**config.mk**
```make
export PLATFORM = sky130hd
export DESIGN_NAME = link_control_block
export DESIGN_NICKNAME = d
export VERILOG_FILES = /design/src/rtl/link_block_pkg.sv /design/src/rtl/link_counter_watch.sv /design/src/rtl/link_control_block.sv
export SDC_FILE = /design/constraint.sdc
export NUM_CORES = 1
export LEC_CHECK = 0
export ABC_AREA = 1
export BUFFER_PORTS_ARGS = -buffer_cell sky130_fd_sc_hd__buf_2
export CAP_MARGIN = 15
export CORE_AREA = 2 2 163 165
export DETAILED_ROUTE_END_ITERATION = 7
export DIE_AREA = 0 0 165 167
export GPL_TIMING_DRIVEN = 0
export PLACE_DENSITY_LB_ADDON = 0.2
export SYNTH_ARGS = -nofsm -noshare
export SYNTH_HDL_FRONTEND = slang
export SYNTH_SLANG_ARGS = --single-unit
```
**constraint.sdc**
```tcl
create_clock -name ref_clk -period 8.5 [get_ports ref_clk]
set_input_delay 0.85 -clock ref_clk [delete_from_list [all_inputs] [get_ports ref_clk]]
set_output_delay 0.85 -clock ref_clk [all_outputs]
set_load 0.01 [all_outputs]
```
**src/rtl/link_block_pkg.sv**
```systemverilog
/*
 * constants for the link control block: frame type codes, status code bit
 * positions, field widths and reset values.
 * assumes nothing of its surroundings.
 */
package link_block_pkg;
  localparam int STATION_W = 16;
  localparam int LEN_W = 16;
  localparam int CODE_W = 16;
  localparam int ADDR_BYTES = 6;
  // frame type codes
  localparam logic [7:0] FT_MAC = 8'h02;
  localparam logic [7:0] FT_INFO = 8'h04;
  localparam logic [7:0] FT_UNNUM = 8'h06;
  localparam logic [7:0] FT_XID_CMD_P1 = 8'h08;
  localparam logic [7:0] FT_XID_CMD_P0 = 8'h0a;
  localparam logic [7:0] FT_XID_RSP_F1 = 8'h0c;
  localparam logic [7:0] FT_XID_RSP_F0 = 8'h0e;
  localparam logic [7:0] FT_TEST_RSP_F1 = 8'h10;
  localparam logic [7:0] FT_TEST_RSP_F0 = 8'h12;
  localparam logic [7:0] FT_OTHER = 8'h14;
  localparam logic [7:0] FT_BRIDGE = 8'h20;
  // status code bit positions
  localparam int SB_LOST = 0;
  localparam int SB_DISC = 1;
  localparam int SB_REJ_RCVD = 2;
  localparam int SB_REJ_SENT = 3;
  localparam int SB_BAL_REQ = 4;
  localparam int SB_NEW_OPEN = 5;
  localparam int SB_PEER_BUSY = 6;
  localparam int SB_PEER_UNBUSY = 7;
  localparam int SB_INACT = 8;
  localparam int SB_SATURATE = 9;
  localparam int SB_PRIORITY = 10;
  localparam int SB_LOCAL_BUSY = 15;
  localparam logic [15:0] STATUS_RSVD_MASK = 16'h7800;
  localparam logic [7:0] CTR_BEFORE_SAT = 8'hfe;
  localparam logic [7:0] CTR_SAT = 8'hff;
  localparam logic [15:0] RESET_ZERO16 = 16'h0000;
  // receive kind selector, decoded into the frame type code
  typedef enum logic [3:0] {
    RK_MAC, RK_INFO, RK_UNNUM, RK_XID_CMD, RK_XID_RSP, RK_TEST_RSP, RK_OTHER
  } rx_kind_t;
endpackage

```
**src/rtl/link_counter_watch.sv**
```systemverilog
/*
 * watches a set of 8-bit link error counters and pulses when any of them
 * steps from 254 to 255.
 * assumes counter values are synchronous to ref_clk.
 */
`timescale 1ns/100ps
module link_counter_watch
  import link_block_pkg::*;
#(
  parameter int NUM_CTR = 4
) (
  input wire logic ref_clk,
  input wire logic rst_n,
  input wire logic [8*NUM_CTR-1:0] ctr_values,
  output logic saturate_pulse
);
  logic [8*NUM_CTR-1:0] prev_q;
  logic [8*NUM_CTR-1:0] prev_d;
  logic [NUM_CTR-1:0] hit;

  genvar g;
  generate
    for (g = 0; g < NUM_CTR; g++) begin : g_ctr
      assign hit[g] = (prev_q[8*g +: 8] == CTR_BEFORE_SAT) &&
                      (ctr_values[8*g +: 8] == CTR_SAT);
    end
  endgenerate

  always_comb begin
    prev_d = ctr_values;
  end

  always_ff @(posedge ref_clk or negedge rst_n) begin
    if (!rst_n) begin
      prev_q <= '0;
    end else begin
      prev_q <= prev_d;
    end
  end

  assign saturate_pulse = |hit;
endmodule

```
**src/rtl/link_control_block.sv**
```systemverilog
/*
 * link control block: receive routing fields and link status fields that
 * the host reads by direct access, plus the two interrupts that follow
 * each update.
 * assumes event strobes are one-cycle pulses synchronous to ref_clk and
 * that the host samples the fields only after an interrupt pulse.
 */
// Summary of operation
// block updates only while link layer support is enabled
// fields are complete no later than the matching interrupt pulse
// host reads these fields directly; nothing is pushed to host memory
// receive event stores destination station and MAC header length
// receive event stores link header length
// frame length excludes checksum; host adds four when passing checksum
// receive event stores frame type code from the kind table
// frames not for this station report type 20
// status event stores station and 16-bit code; bit 0 is link lost
// bit 1 on disconnect received or own disconnect acknowledged
// bit 2 on frame reject received
// bit 3 after frame reject sent
// bit 4 on mode request for open station, bit 5 on new open
// bit 6 peer enters busy, bit 7 peer leaves busy
// bit 8 on inactivity expiry, only for disconnected links
// bit 9 when an error counter steps from 254 to 255
// bit 10 on first transmit attempt after priority lowered
// bits 11 to 14 always zero
// bit 15 on local busy unless caused by host flow control
// status event records the frame reject response field
// status event records the new access priority
// status event records peer 6-byte address and peer service point
// receive interrupt needs only a frame ready in internal buffers
`timescale 1ns/100ps
module link_control_block
  import link_block_pkg::*;
#(
  parameter int NUM_CTR = 4
) (
  input wire logic ref_clk,
  input wire logic rst_b,
  input wire logic link_layer_enable,
  // receive side
  input wire logic rx_frame_ready,
  input wire logic [STATION_W-1:0] rx_station,
  input wire logic [LEN_W-1:0] rx_mac_hdr_len,
  input wire logic [LEN_W-1:0] rx_link_hdr_len,
  input wire logic [LEN_W-1:0] rx_total_len,
  input wire rx_kind_t rx_kind,
  input wire logic rx_cmd_not_rsp,
  input wire logic rx_poll_final,
  input wire logic rx_not_addressed,
  // link status events
  input wire logic ev_valid,
  input wire logic [STATION_W-1:0] ev_station,
  input wire logic ev_link_lost,
  input wire logic ev_disc_rcvd,
  input wire logic ev_disc_acked,
  input wire logic ev_reject_rcvd,
  input wire logic ev_reject_sent,
  input wire logic ev_mode_req,
  input wire logic ev_station_open,
  input wire logic ev_peer_busy,
  input wire logic ev_peer_unbusy,
  input wire logic ev_inact_expired,
  input wire logic ev_link_disconnected,
  input wire logic ev_priority_lowered,
  input wire logic ev_user_tx_attempt,
  input wire logic ev_local_busy,
  input wire logic ev_busy_by_flow_ctl,
  input wire logic [8*NUM_CTR-1:0] error_counters,
  input wire logic [23:0] ev_reject_field,
  input wire logic [7:0] ev_priority,
  input wire logic [8*ADDR_BYTES-1:0] ev_peer_addr,
  input wire logic [7:0] ev_peer_sap,
  // block contents as read by the host
  output logic [STATION_W-1:0] receive_station_ident,
  output logic [LEN_W-1:0] mac_header_length,
  output logic [LEN_W-1:0] link_header_length,
  output logic [LEN_W-1:0] received_frame_length,
  output logic [7:0] frame_type,
  output logic [STATION_W-1:0] status_station_ident,
  output logic [CODE_W-1:0] link_status_code,
  output logic [23:0] reject_response_field,
  output logic [7:0] new_priority_field,
  output logic [8*ADDR_BYTES-1:0] peer_address,
  output logic [7:0] peer_service_point,
  output logic receive_pending_irq,
  output logic link_change_interrupt
);
  logic rst_s1_q;
  logic rst_n;
  logic saturate_pulse;

  // two-stage reset release: assertion clears everything at once, while
  // release is synchronous so no flop sees reset end near a clock edge
  // and settles differently from its neighbours
  always_ff @(posedge ref_clk or negedge rst_b) begin
    if (!rst_b) begin
      rst_s1_q <= 1'b0;
      rst_n <= 1'b0;
    end else begin
      rst_s1_q <= 1'b1;
      rst_n <= rst_s1_q;
    end
  end

  // counter history starts at zero, so a counter already at 255 when
  // reset ends is never reported
  link_counter_watch #(.NUM_CTR(NUM_CTR)) u_watch (
    .ref_clk(ref_clk),
    .rst_n(rst_n),
    .ctr_values(error_counters),
    .saturate_pulse(saturate_pulse)
  );

  // receive side fields
  logic [STATION_W-1:0] rx_station_q, rx_station_d;
  logic [LEN_W-1:0] mac_len_q, mac_len_d;
  logic [LEN_W-1:0] link_len_q, link_len_d;
  logic [LEN_W-1:0] total_len_q, total_len_d;
  logic [7:0] ftype_q, ftype_d;
  logic rx_irq_q, rx_irq_d;
  logic [7:0] ftype_code;

  // illegal kind codes fall back to the other-frame code rather than
  // leaving a code the host cannot decode
  always_comb begin
    // a frame not for this station reports bridge data whatever its kind
    if (rx_not_addressed) begin
      ftype_code = FT_BRIDGE;
    end else begin
      unique case (rx_kind)
        RK_MAC: ftype_code = FT_MAC;
        RK_INFO: ftype_code = FT_INFO;
        RK_UNNUM: ftype_code = FT_UNNUM;
        RK_XID_CMD: ftype_code = rx_poll_final ? FT_XID_CMD_P1 : FT_XID_CMD_P0;
        RK_XID_RSP: ftype_code = rx_poll_final ? FT_XID_RSP_F1 : FT_XID_RSP_F0;
        RK_TEST_RSP:
          ftype_code = rx_poll_final ? FT_TEST_RSP_F1 : FT_TEST_RSP_F0;
        default: ftype_code = FT_OTHER;
      endcase
    end
  end

  always_comb begin
    rx_station_d = rx_station_q;
    mac_len_d = mac_len_q;
    link_len_d = link_len_q;
    total_len_d = total_len_q;
    ftype_d = ftype_q;
    rx_irq_d = 1'b0;
    // a refused frame leaves the fields alone, so the host still reads
    // the last accepted one
    if (link_layer_enable && rx_frame_ready) begin
      rx_station_d = rx_station;
      mac_len_d = rx_mac_hdr_len;
      link_len_d = rx_link_hdr_len;
      total_len_d = rx_total_len;
      ftype_d = ftype_code;
      rx_irq_d = 1'b1;
    end
  end

  always_ff @(posedge ref_clk or negedge rst_n) begin
    if (!rst_n) begin
      rx_station_q <= RESET_ZERO16;
      mac_len_q <= RESET_ZERO16;
      link_len_q <= RESET_ZERO16;
      total_len_q <= RESET_ZERO16;
      ftype_q <= 8'h00;
      rx_irq_q <= 1'b0;
    end else begin
      rx_station_q <= rx_station_d;
      mac_len_q <= mac_len_d;
      link_len_q <= link_len_d;
      total_len_q <= total_len_d;
      ftype_q <= ftype_d;
      rx_irq_q <= rx_irq_d;
    end
  end

  // priority reduction waits for the first user transmit attempt
  logic prio_pend_q, prio_pend_d;
  logic prio_fire;
  assign prio_fire = (prio_pend_q || ev_priority_lowered) &&
                     ev_user_tx_attempt;

  always_comb begin
    prio_pend_d = prio_pend_q;
    if (ev_priority_lowered) begin
      prio_pend_d = 1'b1;
    end else if (prio_fire) begin
      prio_pend_d = 1'b0;
    end
    // lowering and attempt in one cycle report at once, nothing stays armed
    if (ev_priority_lowered && ev_user_tx_attempt) begin
      prio_pend_d = 1'b0;
    end
  end

  always_ff @(posedge ref_clk or negedge rst_n) begin
    if (!rst_n) begin
      prio_pend_q <= 1'b0;
    end else begin
      prio_pend_q <= prio_pend_d;
    end
  end

  // status code assembly
  // plain flags count only with ev_valid, so a flag left high between
  // events cannot leak into a counter or priority report
  logic [CODE_W-1:0] flag_code;
  logic [CODE_W-1:0] code_now;
  always_comb begin
    flag_code = '0;
    flag_code[SB_LOST] = ev_link_lost;
    flag_code[SB_DISC] = ev_disc_rcvd | ev_disc_acked;
    flag_code[SB_REJ_RCVD] = ev_reject_rcvd;
    flag_code[SB_REJ_SENT] = ev_reject_sent;
    // a mode request reports one of two outcomes, never both
    flag_code[SB_BAL_REQ] = ev_mode_req & ~ev_station_open;
    flag_code[SB_NEW_OPEN] = ev_mode_req & ev_station_open;
    flag_code[SB_PEER_BUSY] = ev_peer_busy;
    flag_code[SB_PEER_UNBUSY] = ev_peer_unbusy;
    flag_code[SB_INACT] = ev_inact_expired & ev_link_disconnected;
    flag_code[SB_LOCAL_BUSY] = ev_local_busy & ~ev_busy_by_flow_ctl;
    code_now = ev_valid ? flag_code : '0;
    code_now[SB_SATURATE] = saturate_pulse;
    code_now[SB_PRIORITY] = prio_fire;
    code_now = code_now & ~STATUS_RSVD_MASK;
  end

  // link status fields
  logic [STATION_W-1:0] st_station_q, st_station_d;
  logic [CODE_W-1:0] code_q, code_d;
  logic [23:0] rej_q, rej_d;
  logic [7:0] prio_q, prio_d;
  logic [8*ADDR_BYTES-1:0] paddr_q, paddr_d;
  logic [7:0] psap_q, psap_d;
  logic st_irq_q, st_irq_d;
  logic st_event;
  logic st_trigger;

  // a trigger only counts when some code bit would be set
  assign st_trigger = ev_valid || saturate_pulse || prio_fire;
  assign st_event = link_layer_enable && st_trigger &&
                    (code_now != '0);

  always_comb begin
    st_station_d = st_station_q;
    code_d = code_q;
    rej_d = rej_q;
    prio_d = prio_q;
    paddr_d = paddr_q;
    psap_d = psap_q;
    st_irq_d = 1'b0;
    if (st_event) begin
      st_station_d = ev_station;
      code_d = code_now;
      // station, priority and peer fields follow every accepted event;
      // the reject field keeps its last value when no reject is involved
      if (ev_reject_rcvd || ev_reject_sent) begin
        rej_d = ev_reject_field;
      end
      prio_d = ev_priority;
      paddr_d = ev_peer_addr;
      psap_d = ev_peer_sap;
      st_irq_d = 1'b1;
    end
  end

  always_ff @(posedge ref_clk or negedge rst_n) begin
    if (!rst_n) begin
      st_station_q <= RESET_ZERO16;
      code_q <= RESET_ZERO16;
      rej_q <= 24'h000000;
      prio_q <= 8'h00;
      paddr_q <= '0;
      psap_q <= 8'h00;
      st_irq_q <= 1'b0;
    end else begin
      st_station_q <= st_station_d;
      code_q <= code_d;
      rej_q <= rej_d;
      prio_q <= prio_d;
      paddr_q <= paddr_d;
      psap_q <= psap_d;
      st_irq_q <= st_irq_d;
    end
  end

  // fields and pulse land on one edge, so a host that waits for the pulse
  // never reads a half-written block
  assign receive_station_ident = rx_station_q;
  assign mac_header_length = mac_len_q;
  assign link_header_length = link_len_q;
  assign received_frame_length = total_len_q;
  assign frame_type = ftype_q;
  assign status_station_ident = st_station_q;
  assign link_status_code = code_q;
  assign reject_response_field = rej_q;
  assign new_priority_field = prio_q;
  assign peer_address = paddr_q;
  assign peer_service_point = psap_q;

  // interrupt pulses, one cycle each
  assign receive_pending_irq = rx_irq_q;
  assign link_change_interrupt = st_irq_q;
endmodule

```
# --- After elaboration in Yosys (flattened, before gate mapping) ---
# Cells that the tools add are included.
totals:
  register_bits: 225
  inputBits: 227
  out_inout_bits: 194
  wordCells: 66
classes:
  eq_ne: 13
  n_mux: 11
  n_bitwise: 7
  n_reduce_logical: 18
ops:
  columns: ["op", "count"]
  rows:
  - ["$eq A8 B8 Y1 const B", 8]
  - ["$pmux W5 S6", 1]
  - ["$mux W16", 1]
  - ["$reduce_bool A16 Y1", 1]
  - ["$logic_and A1 B1 Y1", 9]
  - ["$eq A4 B2 Y1 const B", 2]
  - ["$eq A4 B3 Y1 const B", 2]
  - ["$mux W8", 1]
  - ["$mux W2", 3]
  - ["$mux W1", 5]
  - ["$and A1 B1 Y1", 4]
  - ["$eq A4 B1 Y1 const B", 1]
  - ["$logic_not A4 Y1", 1]
  - ["$logic_or A1 B1 Y1", 4]
  - ["$reduce_or A4 Y1", 1]
  - ["$reduce_bool A3 Y1", 1]
  - ["$not A1 Y1", 2]
  - ["$reduce_and A2 Y1", 1]
  - ["$or A1 B1 Y1", 1]

# --- Logic depth before layout (Yosys ltp) ---
# Gate-level depths: netlist of the first run.
logic_depth:
  ltp_word: 8
  ltp_mapped: 13

# --- By module ---
# From an unflattened synthesis of the first run, not the netlist that was laid out.
unflattened:
  cells_unflattened: 929
  hier_area_um2: 8416.8
by_module_without_submodules:
  columns: ["mod", "n_inst", "cells_each", "area_each_um2", "seq_area_each_um2"]
  rows:
  - ["link_control_block", 1, 830, 7364.6, 4754.6]
  - ["link_counter_watch", 1, 99, 1052.3, 800.8]

# --- Worst setup path after synthesis of the first run ---
# OpenSTA, ideal clock, no wires.
synth_timing:
  kind: "input-to-reg"
  from: "in ev_valid"
  to: "reg prio_q[0], in the netlist new_priority_field[0]"
  setup_ns: 0.116
  arrival_ns: 1.964
  path_slack_ns: 6.419
  path_stages: 13
  cell_sequence: "buf_6 -> nand2_1 -> nand2_1 -> nor2_1 -> nand3_1 -> nor2_2 -> nand3_4 -> nand2_2 -> inv_2 -> buf_6 -> buf_6 -> nand2_1 -> nand2_1"
synth_via:
  elab_chain_cells: 4
  word_cells_on_any_way: 6
  classes_between: "mux: 1; reduce/logical: 5"
synth_lines:
  columns: ["item", "line", "source"]
  rows:
  - ["start: declaration", "link_control_block.sv:52", "input wire logic ev_valid,"]
  - ["branches (longest 3 deep; another with $mux W16)", null, null]
  - ["$logic_and A1 B1 Y1 *", "link_control_block.sv:245", "assign st_event = link_layer_enable && st_trigger &&"]
  - ["end signal: assignment", "link_control_block.sv:284", "prio_q <= prio_d;"]
  - ["end: declaration", "link_control_block.sv:236", "logic [7:0] prio_q, prio_d;"]
# Mark *: on every way between the ends.
# A chain may end at the register's enable or synchronous reset.

# --- Worst setup path after layout of the first run ---
layout_timing:
  from: "in link_layer_enable"
  to: "reg mac_len_q[7], in the netlist mac_header_length[7]"
layout_via:
  elab_chain_cells: 1
layout_lines:
  columns: ["item", "line", "source"]
  rows:
  - ["start: declaration", "link_control_block.sv:40", "input wire logic link_layer_enable,"]
  - ["$logic_and A1 B1 Y1", "link_control_block.sv:153", "if (link_layer_enable && rx_frame_ready) begin"]
  - ["end signal: assignment", "link_control_block.sv:173", "mac_len_q <= mac_len_d;"]
  - ["end: declaration", "link_control_block.sv:117", "logic [LEN_W-1:0] mac_len_q, mac_len_d;"]
# No other way between the ends.

==> results.toml, run 1 <==
[synth]
synth.avg_cell_area_um2 = 9.140
synth_cell_types = 23
yosys_warnings = 0
yosysSeqAreaShare = 0.6522
postSynthCellCount = 932
ys_ff_latch = 222
synth_area_um2 = 8518

[placed_design]
io_buffers = 411
dpl_cell_area_um2 = 11100
place_ws_ps = 5792
gp_congestion = 0.7953
hpwl_um = 20500

[timing]
setup_slack_ps = 6413
worstMarginPinSlew_ps = 649.3
drv_slew = 0
fin_hold_ws_ps = 108.7
rsz0062_at_grt = "no"
fin_skew_ps = 10.73
min_period_ps = 2087
fmax_mhz = 479.3
hold_viol_final = 0
finalSetupViolations = 0
fin_crit_sh = 0.2455
slew_headroom = 0.5671

[clock_network]
clk_pin_slew_ps = 60
htree_levels = 1
ctsHoldBuffers = 0
clock-root-buffer = "clkbuf_16"
cts_tree = "yes"
numCtsBuffers = 25
cts_setup_buffers = 0
insertion_delay_ps = 520
cts_resized = 0
clock-sinks = 222
max-clock-path-buffers = 3

[run]
drv_cap = 0

[pwr]
vdd_drop_max_uv = 125.2
leakage_nw = 6.836
pwr-share-comb = 0.161
power.density_nw_per_um2 = 225.6
seqPwrFrac = 0.459
p_total_w = 0.002684
swShare = 0.2743
p_int_w = 0.001948
power.switching_w = 0.0007364
power_frac_clock = 0.380

[worst_setup_path]
start_kind = "primary input"
worstPathMaxFanout = 10
cpPeakStageDelay_ps = 420
cp_cell_sequence = "buf_2 -> nand2_1 -> inv_2 -> buf_2 -> buf_1 -> nand2_1 -> nand2_1"
cp.arrival_ps = 2550
cp_top_family = "buffers and inverters"
crit_path_frequent_cell = "nand2_1"
cp-end-kind = "register"
crit_required_ps = 8960
cpMaxStageDelayCell = "buf_1"
cp_num_buf_inv = 4
critPathKind = "in -> reg"

[final_layout]
fin_nets = 1606
drive_gt1_frac = 0.3498
fin_util = 0.4618
fin_area_um2 = 11900
synthToLayoutAreaGrowth_pct = 39.66

[route]
drtAntennaViolNets = 0
routedWlPerCell_um = 15.46
vias = 7564
drc = 0
drtIter0Drc = 438
drtPass1Iterations = 4
routed_via_density = 4.352
wl_um = 26880

[global_route]
grt_max_degree = 63
grt.total_usage = 0.1908
overflow = 0
grt_pass1_wl_um = 41150
grt_pass1_vias = 7573
grt_antenna_before_repair = 6

[floorplan]
io_pins = 421
die_area_um2 = 27560
num_rows = 59
core_um2 = 25760
start_util = 0.3306
fp.dieH_um = 167
fp.dieW_um = 165

[worst_hold_path]
min_path_type = "in -> async"

[run_status]
status = "finished clean"
## final timing paths
| check | from | end | slack, ps | depth (start not counted) |
|---|---|---|---|---|
| max in group asynchronous | rst_n | u_watch.prev_q[13] | 7060 | 2 |
| hold reg to reg | rst_n | status_station_ident[9] | 360 | 0 |
| setup reg to reg | u_watch.prev_q[0] | link_status_code[9] | 6710 | 10 |
| min in group ref_clk | rst_s1_q | rst_n | 360 | 0 |
| hold / removal | rst_b | rst_s1_q | 110 | 1 |
| setup / recovery | link_layer_enable | mac_header_length[7] | 6410 | 7 |
## cells in the mapped netlist
library cell    n  area [µm²]
nand2_1       560        2102
dfrtp_1       222        5555
nor2_1         34       127.6
nand4_1        24       150.1
clkbuf_1       19       71.32
buf_6          17       191.4
buf_4          11       82.58
o21ai_0        11       55.05
inv_1           8       30.03
nand3_1         8       40.04
buf_2           3       15.01
buf_1           2       7.510
conb_1          2       7.510
inv_2           2       7.510
a22o_1          1       8.760
nand2_2         1       6.260
nand3_4         1       17.52
nor2_2          1       6.260
nor3_1          1       5.000
o21a_1          1       7.510
o32ai_1         1       8.760
o41ai_1         1       8.760
or2_2           1       6.260
## stage by stage
step                      std cells  setup TNS [ps]
after floorplan                 938               0
after global placement         1684         -230930
after detailed placement       1687               0
after CTS                      1733               0
after global routing           1733               0
final                          1738               0
## metal layers
metal  GRT usage  wire length (µm)  vias to the layer above
met1      0.2259             10620                     3449
met5           0                13                        -
met4     0.05898               745                        2
li1            -                 -                     3760
met3     0.05903              2544                       50
met2      0.3293             12960                      303
## power groups by stage
stage	Sequential (W)	Clock, W	Combinational, W
detailed placement	0.00125	0	0.000441
global route	0.00125	0.00109	0.000484
global placement	0.00127	0	0.000414
floorplan	0.00131	0	0.000144
CTS	0.00123	0.00105	0.000441
finish	0.00123	0.00102	0.000432
## kinds of logic after synthesis
logic type	share of synthesized area
AO/OA/AOI/OAI	0.01043
AND/OR/NAND/NOR	0.2889
buffers and inverters	0.04759
flip-flops	0.6522
other	0.0008816
## cell usage in the layout, fill, tap and decap left out, types with 2 or more instances in the layout
master / instances
clkbuf_8: 6
diode_2: 5
nand2_1: 560
buf_6: 17
clkinvlp_4: 2
nand4_1: 24
buf_4: 11
inv_1: 8
nand3_1: 8
o21ai_0: 11
clkbuf_16: 25
buf_2: 414
buf_1: 2
conb_1: 8
clkbuf_1: 28
inv_2: 2
dfrtp_1: 221
clkinv_2: 3
nor2_1: 34
buf_16: 3
## sequential cells by signal, summed over array words and instances (netlist names)
| signal | flops |
|---|---|
| reject_response_field | 24 |
| received_frame_length | 16 |
| u_watch.prev_q | 32 |
| mac_header_length | 16 |
| receive_station_ident | 16 |
| link_header_length | 16 |
| status_station_ident | 16 |
| link_status_code | 12 |
| new_priority_field | 8 |
| link_change_interrupt | 1 |
| frame_type | 5 |
| prio_pend_q | 1 |
| peer_address | 48 |
| peer_service_point | 8 |
| rst_n | 1 |
| rst_s1_q | 1 |
| receive_pending_irq | 1 |
## cell type report
| type | count | area [µm²] |
|---|---|---|
| fill | 2597 | 13870 |
| clock buffer | 40 | 742.0 |
| sequential | 222 | 5559 |
| buffer | 52 | 367.9 |
| antenna | 5 | 12.51 |
| tap | 335 | 419.2 |
| timing repair buffer | 414 | 2140 |
| clock inverter | 6 | 38.79 |
| inverter | 10 | 37.54 |
| multi-input combinational | 654 | 2580 |
(Power assumes the default switching activity.)
==> inputs of run 2 (changes only) <==
- clock period: 8.5 -> 2.07 ns (I/O delays scaled with it)
==> run 2 against run 1 <==
Compared with the run above:
- design area grew 19%
- via count grew 12%
- wire length grew 8.6%
- highest routed layer is now met4
- combinational power rose to 4.9 times the previous value
- count of clock-buffer cells in the layout decreased by 10
- cell count grew 12%
- clock power grew to 4.9 times the previous value
- critical path depth is 5 higher
- critical endpoint is now link_status_code[7]
==> results.toml, run 2 (same netlist as run 1, synthesis figures left out) <==
[global_route]
grt_pass1_wl_um = 45770
use_met3 = 0.05928
grt.total_usage = 0.2094
top_usage_layer = "met2"
use_met1 = 0.2297
grt_util_met2 = 0.3766
overflow = 0
grt_max_degree = 66
grt_pass1_vias = 9041
grt_antenna_before_repair = 1

[final_layout]
fin_util = 0.5507
fillers = 2278
fin_nets = 1821
seq_area_um2 = 5559
final_common_cell = "nand2_1"
layout_common_cells = "nand2_1 (560), buf_2 (414), dfrtp_1 (221)"
multi_input_area_um2 = 2580
synthToLayoutAreaGrowth_pct = 66.55
drive_gt1_frac = 0.3071
largest_register_ffs = 48

[route]
drtAntennaViolNets = 0
drtIter0Drc = 348
drtPass1Iterations = 6
routedWlPerCell_um = 14.99
drc = 0
vias = 8498
wl_um = 29200
routed_via_density = 4.362

[clock_network]
numCtsBuffers = 25
cts_tree = "yes"
clk_pin_slew_ps = 60
insertion_delay_ps = 520
cts_setup_buffers = 0
max-clock-path-buffers = 3
htree_levels = 1
clock-sinks = 222
clock-root-buffer = "clkbuf_16"

[worst_setup_path]
crit_required_ps = 2470
worstPathMaxFanout = 10
cp_cell_sequence = "dlygate4sd3_1 -> buf_2 -> nand2_1 -> nand2_1 -> nor2_1 -> nand3_1 -> nor2_2 -> nand3_4 -> nand2_2 -> buf_6 -> buf_4 -> o21ai_0"
timing.rr.end = "link_status_code[7]"
crit_path_frequent_cell = "nand2_1"
r2r_cells = 8
cp.arrival_ps = 2270
cp-startpoint = "ev_reject_rcvd"
cp_num_buf_inv = 4
crit_end = "link_status_code[7]"
start_kind = "primary input"
cp-end-kind = "register"
critPathKind = "in -> reg"
reg2reg_from = "prio_pend_q"
cp_top_family = "buffers and inverters"
cpMaxStageDelayCell = "dlygate4sd3_1"
r2r_slack_ps = 200
cp_num_cells = 12
cpPeakStageDelay_ps = 550

[placed_design]
hpwl_um = 20470
io_buffers = 411
gp_congestion = 0.7797

[floorplan]
fp.dieH_um = 167
start_util = 0.3306
die_area_um2 = 27560
fp.dieW_um = 165
core_um2 = 25760
num_rows = 59
io_pins = 421

[timing]
rsz0062_at_grt = "no"
drv_slew = 0
fin_skew_ps = 11.83
worstMarginPinSlew_ps = 619.7
min_period_ps = 1877
fin_hold_ws_ps = 18.43
fin_crit_sh = 0.9066
fmax_mhz = 532.8
finalSetupViolations = 0
hold_viol_final = 0
slew_headroom = 0.5869

[run_status]
status = "finished clean"

[run]
drv_cap = 0

[pwr]
vdd_drop_max_uv = 538.1
p_total_w = 0.01215
leakage_nw = 7.813
power.density_nw_per_um2 = 856.6

[worst_hold_path]
min_path_type = "in -> reg"
run 2: cell count changes in the layout (fill, tap and decap cells not counted), sizes merged:
cell / change
dlygate4sd3: +215
diode: -4
clkinv: +3
bufinv: +7
clkbuf: -10
clkinvlp: -1
run 2: metal layers:
metal | vias to the layer above | wire length (µm) | part of all wire
met5 | - | 0 | 0
met4 | 0 | 1095 | 0.038
met3 | 70 | 2497 | 0.086
met2 | 355 | 14480 | 0.50
met1 | 3896 | 11120 | 0.38
li1 | 4177 | - | -
run 2: final cells by class:
class,count,area share
flip-flops and latches,222,0.3918
repair buffers,629,0.3025
multi-input cells,654,0.1818
clock buffers,30,0.04683
well taps,335,0.02954
plain buffers,52,0.02602
clock inverters,15,0.01861
inverters,10,0.002646
diodes,1,0.0001764
run 2: how the worst min path moves through the flow:
stage / endpoint / cells past startpoint / slack, ps / startpoint
finish: link_status_code[8] / 3 / 20 / ev_inact_expired
global route: link_status_code[8] / 3 / 40 / ev_inact_expired
CTS: link_status_code[5] / 5 / 1 / ev_mode_req
floorplan: rst_s1_q / 0 / -90 / rst_b
global placement: rst_s1_q / 1 / -6 / rst_b
detailed placement: rst_s1_q / 1 / -3 / rst_b
run 2: per-stage QoR:
step,area [µm²],setup TNS [ps],setup slack (ps),cells
2_1_floorplan,8544,-39350,-178.9,938
3_3_place_gp,11020,-240160,-1113,1684
3_5_place_dp,11100,0,74.42,1687
4_1_cts,14180,0,84.83,1947
5_1_grt,14190,0,19.74,1948
6_report,14190,0,193.3,1948
run 2: worst min-delay path, cell delays in order:
cell and delay (ps):
buf_2 100, nand3_1 100, o21ai_0 90
run 2: report_power, final:
group	leakage [nW]	internal (W)	total (W)	switching, W
clock network	0.453	0.00316	0.00497	0.00180
logic	4.64	0.00101	0.00213	0.00112
registers	2.72	0.00481	0.00506	0.000254
run 2: timing repair:
action                                  in CTS  in global routing
endpoints found under the setup margin       0                 91
gates resized for setup                      0                  3
hold buffers                               215                  0
endpoints found under the hold margin      214                  0
==> inputs of run 3 (changes only) <==
- ABC_AREA: 1 -> not set
==> run 3 against run 2 <==
Compared with the run above:
- the flow now finishes with violations (negative setup slack)
- non-clock buffer count down 11
- largest power group unchanged
- critical endpoint is now peer_address[4]
- maximum frequency down 12%
- utilization grew 0.85 points
- critical path depth is 3 lower
- synthesized cell count shrank 45%
==> results.toml, run 3 <==
[route]
drtAntennaViolNets = 0
vias = 6709
drtPass1Iterations = 4
routed_via_density = 4.359
drtIter0Drc = 230
drc = 0
routedWlPerCell_um = 16.41
wl_um = 25260

[synth]
synth.top_cell.area_share = 0.6507
ys_ff_latch = 222
synth_area_leaders = "dfrtp_1 (65%), mux2_4 (15%), mux2_2 (11%)"
yosysMostFrequentCell = "dfrtp_1"
synth_edf_count = 0
yosysSeqAreaShare = 0.6507
synth_cell_types = 29
synth.avg_cell_area_um2 = 16.61
ys.flop_type = "dfrtp_1"
synth_area_um2 = 8537
postSynthCellCount = 514
synthTopCellsByCount = "dfrtp_1 (222), mux2_4 (88), mux2_2 (81)"
async_reset_ff_frac = 1.000
yosysTopAreaCell = "dfrtp_1"
yosys_warnings = 0

[placed_design]
place_ws_ps = -83.68
gp_congestion = 0.8082
io_buffers = 411
hpwl_um = 17300

[worst_setup_path]
worstPathMaxFanout = 10
cp-end-kind = "register"
crit_required_ps = 2460
cpMaxStageDelayCell = "dlygate4sd3_1"
cp_num_buf_inv = 4
critPathKind = "in -> reg"
start_kind = "primary input"
cp_top_family = "buffers and inverters"
cp.arrival_ps = 2510
cpPeakStageDelay_ps = 570
cp_cell_sequence = "dlygate4sd3_1 -> buf_2 -> nand4_1 -> nor4_2 -> or4_4 -> o21a_4 -> buf_12 -> buf_8 -> mux2_4"

[global_route]
grt_pass1_wl_um = 38880
overflow = 0
grt.total_usage = 0.1777
grt_max_degree = 63
grt_antenna_before_repair = 0
grt_pass1_vias = 7361

[floorplan]
num_rows = 59
die_area_um2 = 27560
core_um2 = 25760
io_pins = 421
start_util = 0.3314
fp.dieH_um = 167
fp.dieW_um = 165

[timing]
setup_slack_ps = -51.73
hold_viol_final = 0
drv_slew = 0
worstMarginPinSlew_ps = 540.8
fmax_mhz = 471.3
slew_headroom = 0.6395
rsz0062_at_grt = "yes"
finalSetupViolations = 88
fin_tns_setup_ps = -3210
fin_skew_ps = 24.48
min_period_ps = 2122
fin_crit_sh = 1.025

[final_layout]
fin_nets = 1415
largest_register_ffs = 48
fillers = 2127
final_common_cell = "buf_2"
synthToLayoutAreaGrowth_pct = 68.75
layout_common_cells = "buf_2 (417), dfrtp_1 (221), dlygate4sd3_1 (221)"
diodes = 0
drive_gt1_frac = 0.5473

[pwr]
power.density_nw_per_um2 = 866.4
pwr-share-comb = 0.206
seqPwrFrac = 0.418
p_int_w = 0.009351
leakage_nw = 7.040
vdd_drop_max_uv = 791.2
power_frac_clock = 0.377
swShare = 0.2509
power.switching_w = 0.003131

[worst_hold_path]
min_path_type = "in -> reg"

[clock_network]
clk_pin_slew_ps = 60
clock-root-buffer = "clkbuf_16"
insertion_delay_ps = 530
numCtsBuffers = 26
htree_levels = 1
clock-sinks = 222
max-clock-path-buffers = 3
cts_tree = "yes"

[run_status]
violations = "negative setup slack"
status = "complete, but fails checks"

[run]
drv_cap = 0
==> run 3: changes by cell type after synthesis, moves of 4 or more <==
cell	previous run	this run
buf_4	11	7
buf_6	17	11
clkbuf_1	19	6
inv_1	8	13
mux2_2	0	81
mux2_4	0	88
nand2_1	560	9
nand4_1	24	14
nand4b_1	0	6
nor2_1	34	9
nor4_1	0	6
==> run 3: per-stage QoR <==
| step | util | cells | power, W | cell area (µm²) | hold WS (ps) |
|---|---|---|---|---|---|
| 2_1_floorplan | - | 520 | 0.006432 | 8563 | -88.59 |
| 3_3_place_gp | 0.4285 | 1266 | 0.007420 | 11040 | -6.600 |
| 3_5_place_dp | 0.4328 | 1270 | 0.007478 | 11150 | -6.750 |
| 4_1_cts | 0.5559 | 1538 | 0.01261 | 14320 | 35.67 |
| 5_1_grt | 0.5592 | 1539 | 0.01306 | 14410 | 50.60 |
| 6_report | 0.5592 | 1539 | 0.01248 | 14410 | 67.39 |
==> run 3: cell families (layout without fill, tap and decap cells) <==
| logic type | count (synthesis) | in the layout | synth area share |
|---|---|---|---|
| buffers and inverters | 43 | 727 | 0.03254 |
| other | 2 | 8 | 0.0008797 |
| AO/OA/AOI/OAI | 24 | 24 | 0.01803 |
| XOR/XNOR | 1 | 1 | 0.001026 |
| AND/OR/NAND/NOR | 53 | 53 | 0.03517 |
| flip-flops | 222 | 222 | 0.6507 |
| multiplexers | 169 | 169 | 0.2616 |
==> run 3: power groups by stage <==
stage               clock (W)  combinational, W  sequential [W]
floorplan                   0          0.000844         0.00559
global placement            0           0.00209         0.00533
detailed placement          0           0.00221         0.00527
CTS                   0.00484           0.00256         0.00521
global route          0.00502           0.00276         0.00528
finish                0.00470           0.00257         0.00521
==> run 3: layout make-up <==
| class | instances | area, µm² | area share |
|---|---|---|---|
| plain buffers | 29 | 284.0 | 0.01972 |
| flip-flops and latches | 222 | 5559 | 0.3859 |
| repair buffers | 641 | 4456 | 0.3093 |
| well taps | 335 | 419.2 | 0.02910 |
| clock inverters | 7 | 113.9 | 0.007903 |
| inverters | 13 | 48.80 | 0.003387 |
| multi-input cells | 255 | 2753 | 0.1911 |
| clock buffers | 37 | 773.2 | 0.05367 |
==> run 3: worst paths after layout <==
path                       slack (ps)  cells after the start              start                  endpoint
setup / recovery                  -50                      9  error_counters[6]           peer_address[4]
min in group asynchronous         220                      0              rst_n  status_station_ident[15]
hold reg to reg                   220                      0              rst_n  status_station_ident[15]
hold / removal                     70                      3         rx_kind[2]             frame_type[3]
setup reg to reg                  -40                      7  u_watch.prev_q[3]           peer_address[4]
max in group asynchronous         960                      2              rst_n  receive_station_ident[5]
==> run 3: layer usage <==
layer	up-vias	global-route usage	part of all wire
met5	-	0	0
met4	0	0.06200	0.031
met3	58	0.04359	0.073
met2	263	0.3225	0.51
met1	3241	0.2007	0.38
li1	3147	-	-
==> run 3: repair_timing <==
action                                 CTS  global route
pin swaps                                2             3
setup endpoints to repair               97           110
hold buffers                           221             0
cloned                                   0             2
resized for setup                       12            13
setup buffers                            3             0
endpoints found under the hold margin  218             0
==> run 3: tightest hold or removal path, delay by kind of cell <==
family,cells,cell delay [ps]
AOI/OAI and AO/OA,2,200
buffers and inverters,1,140
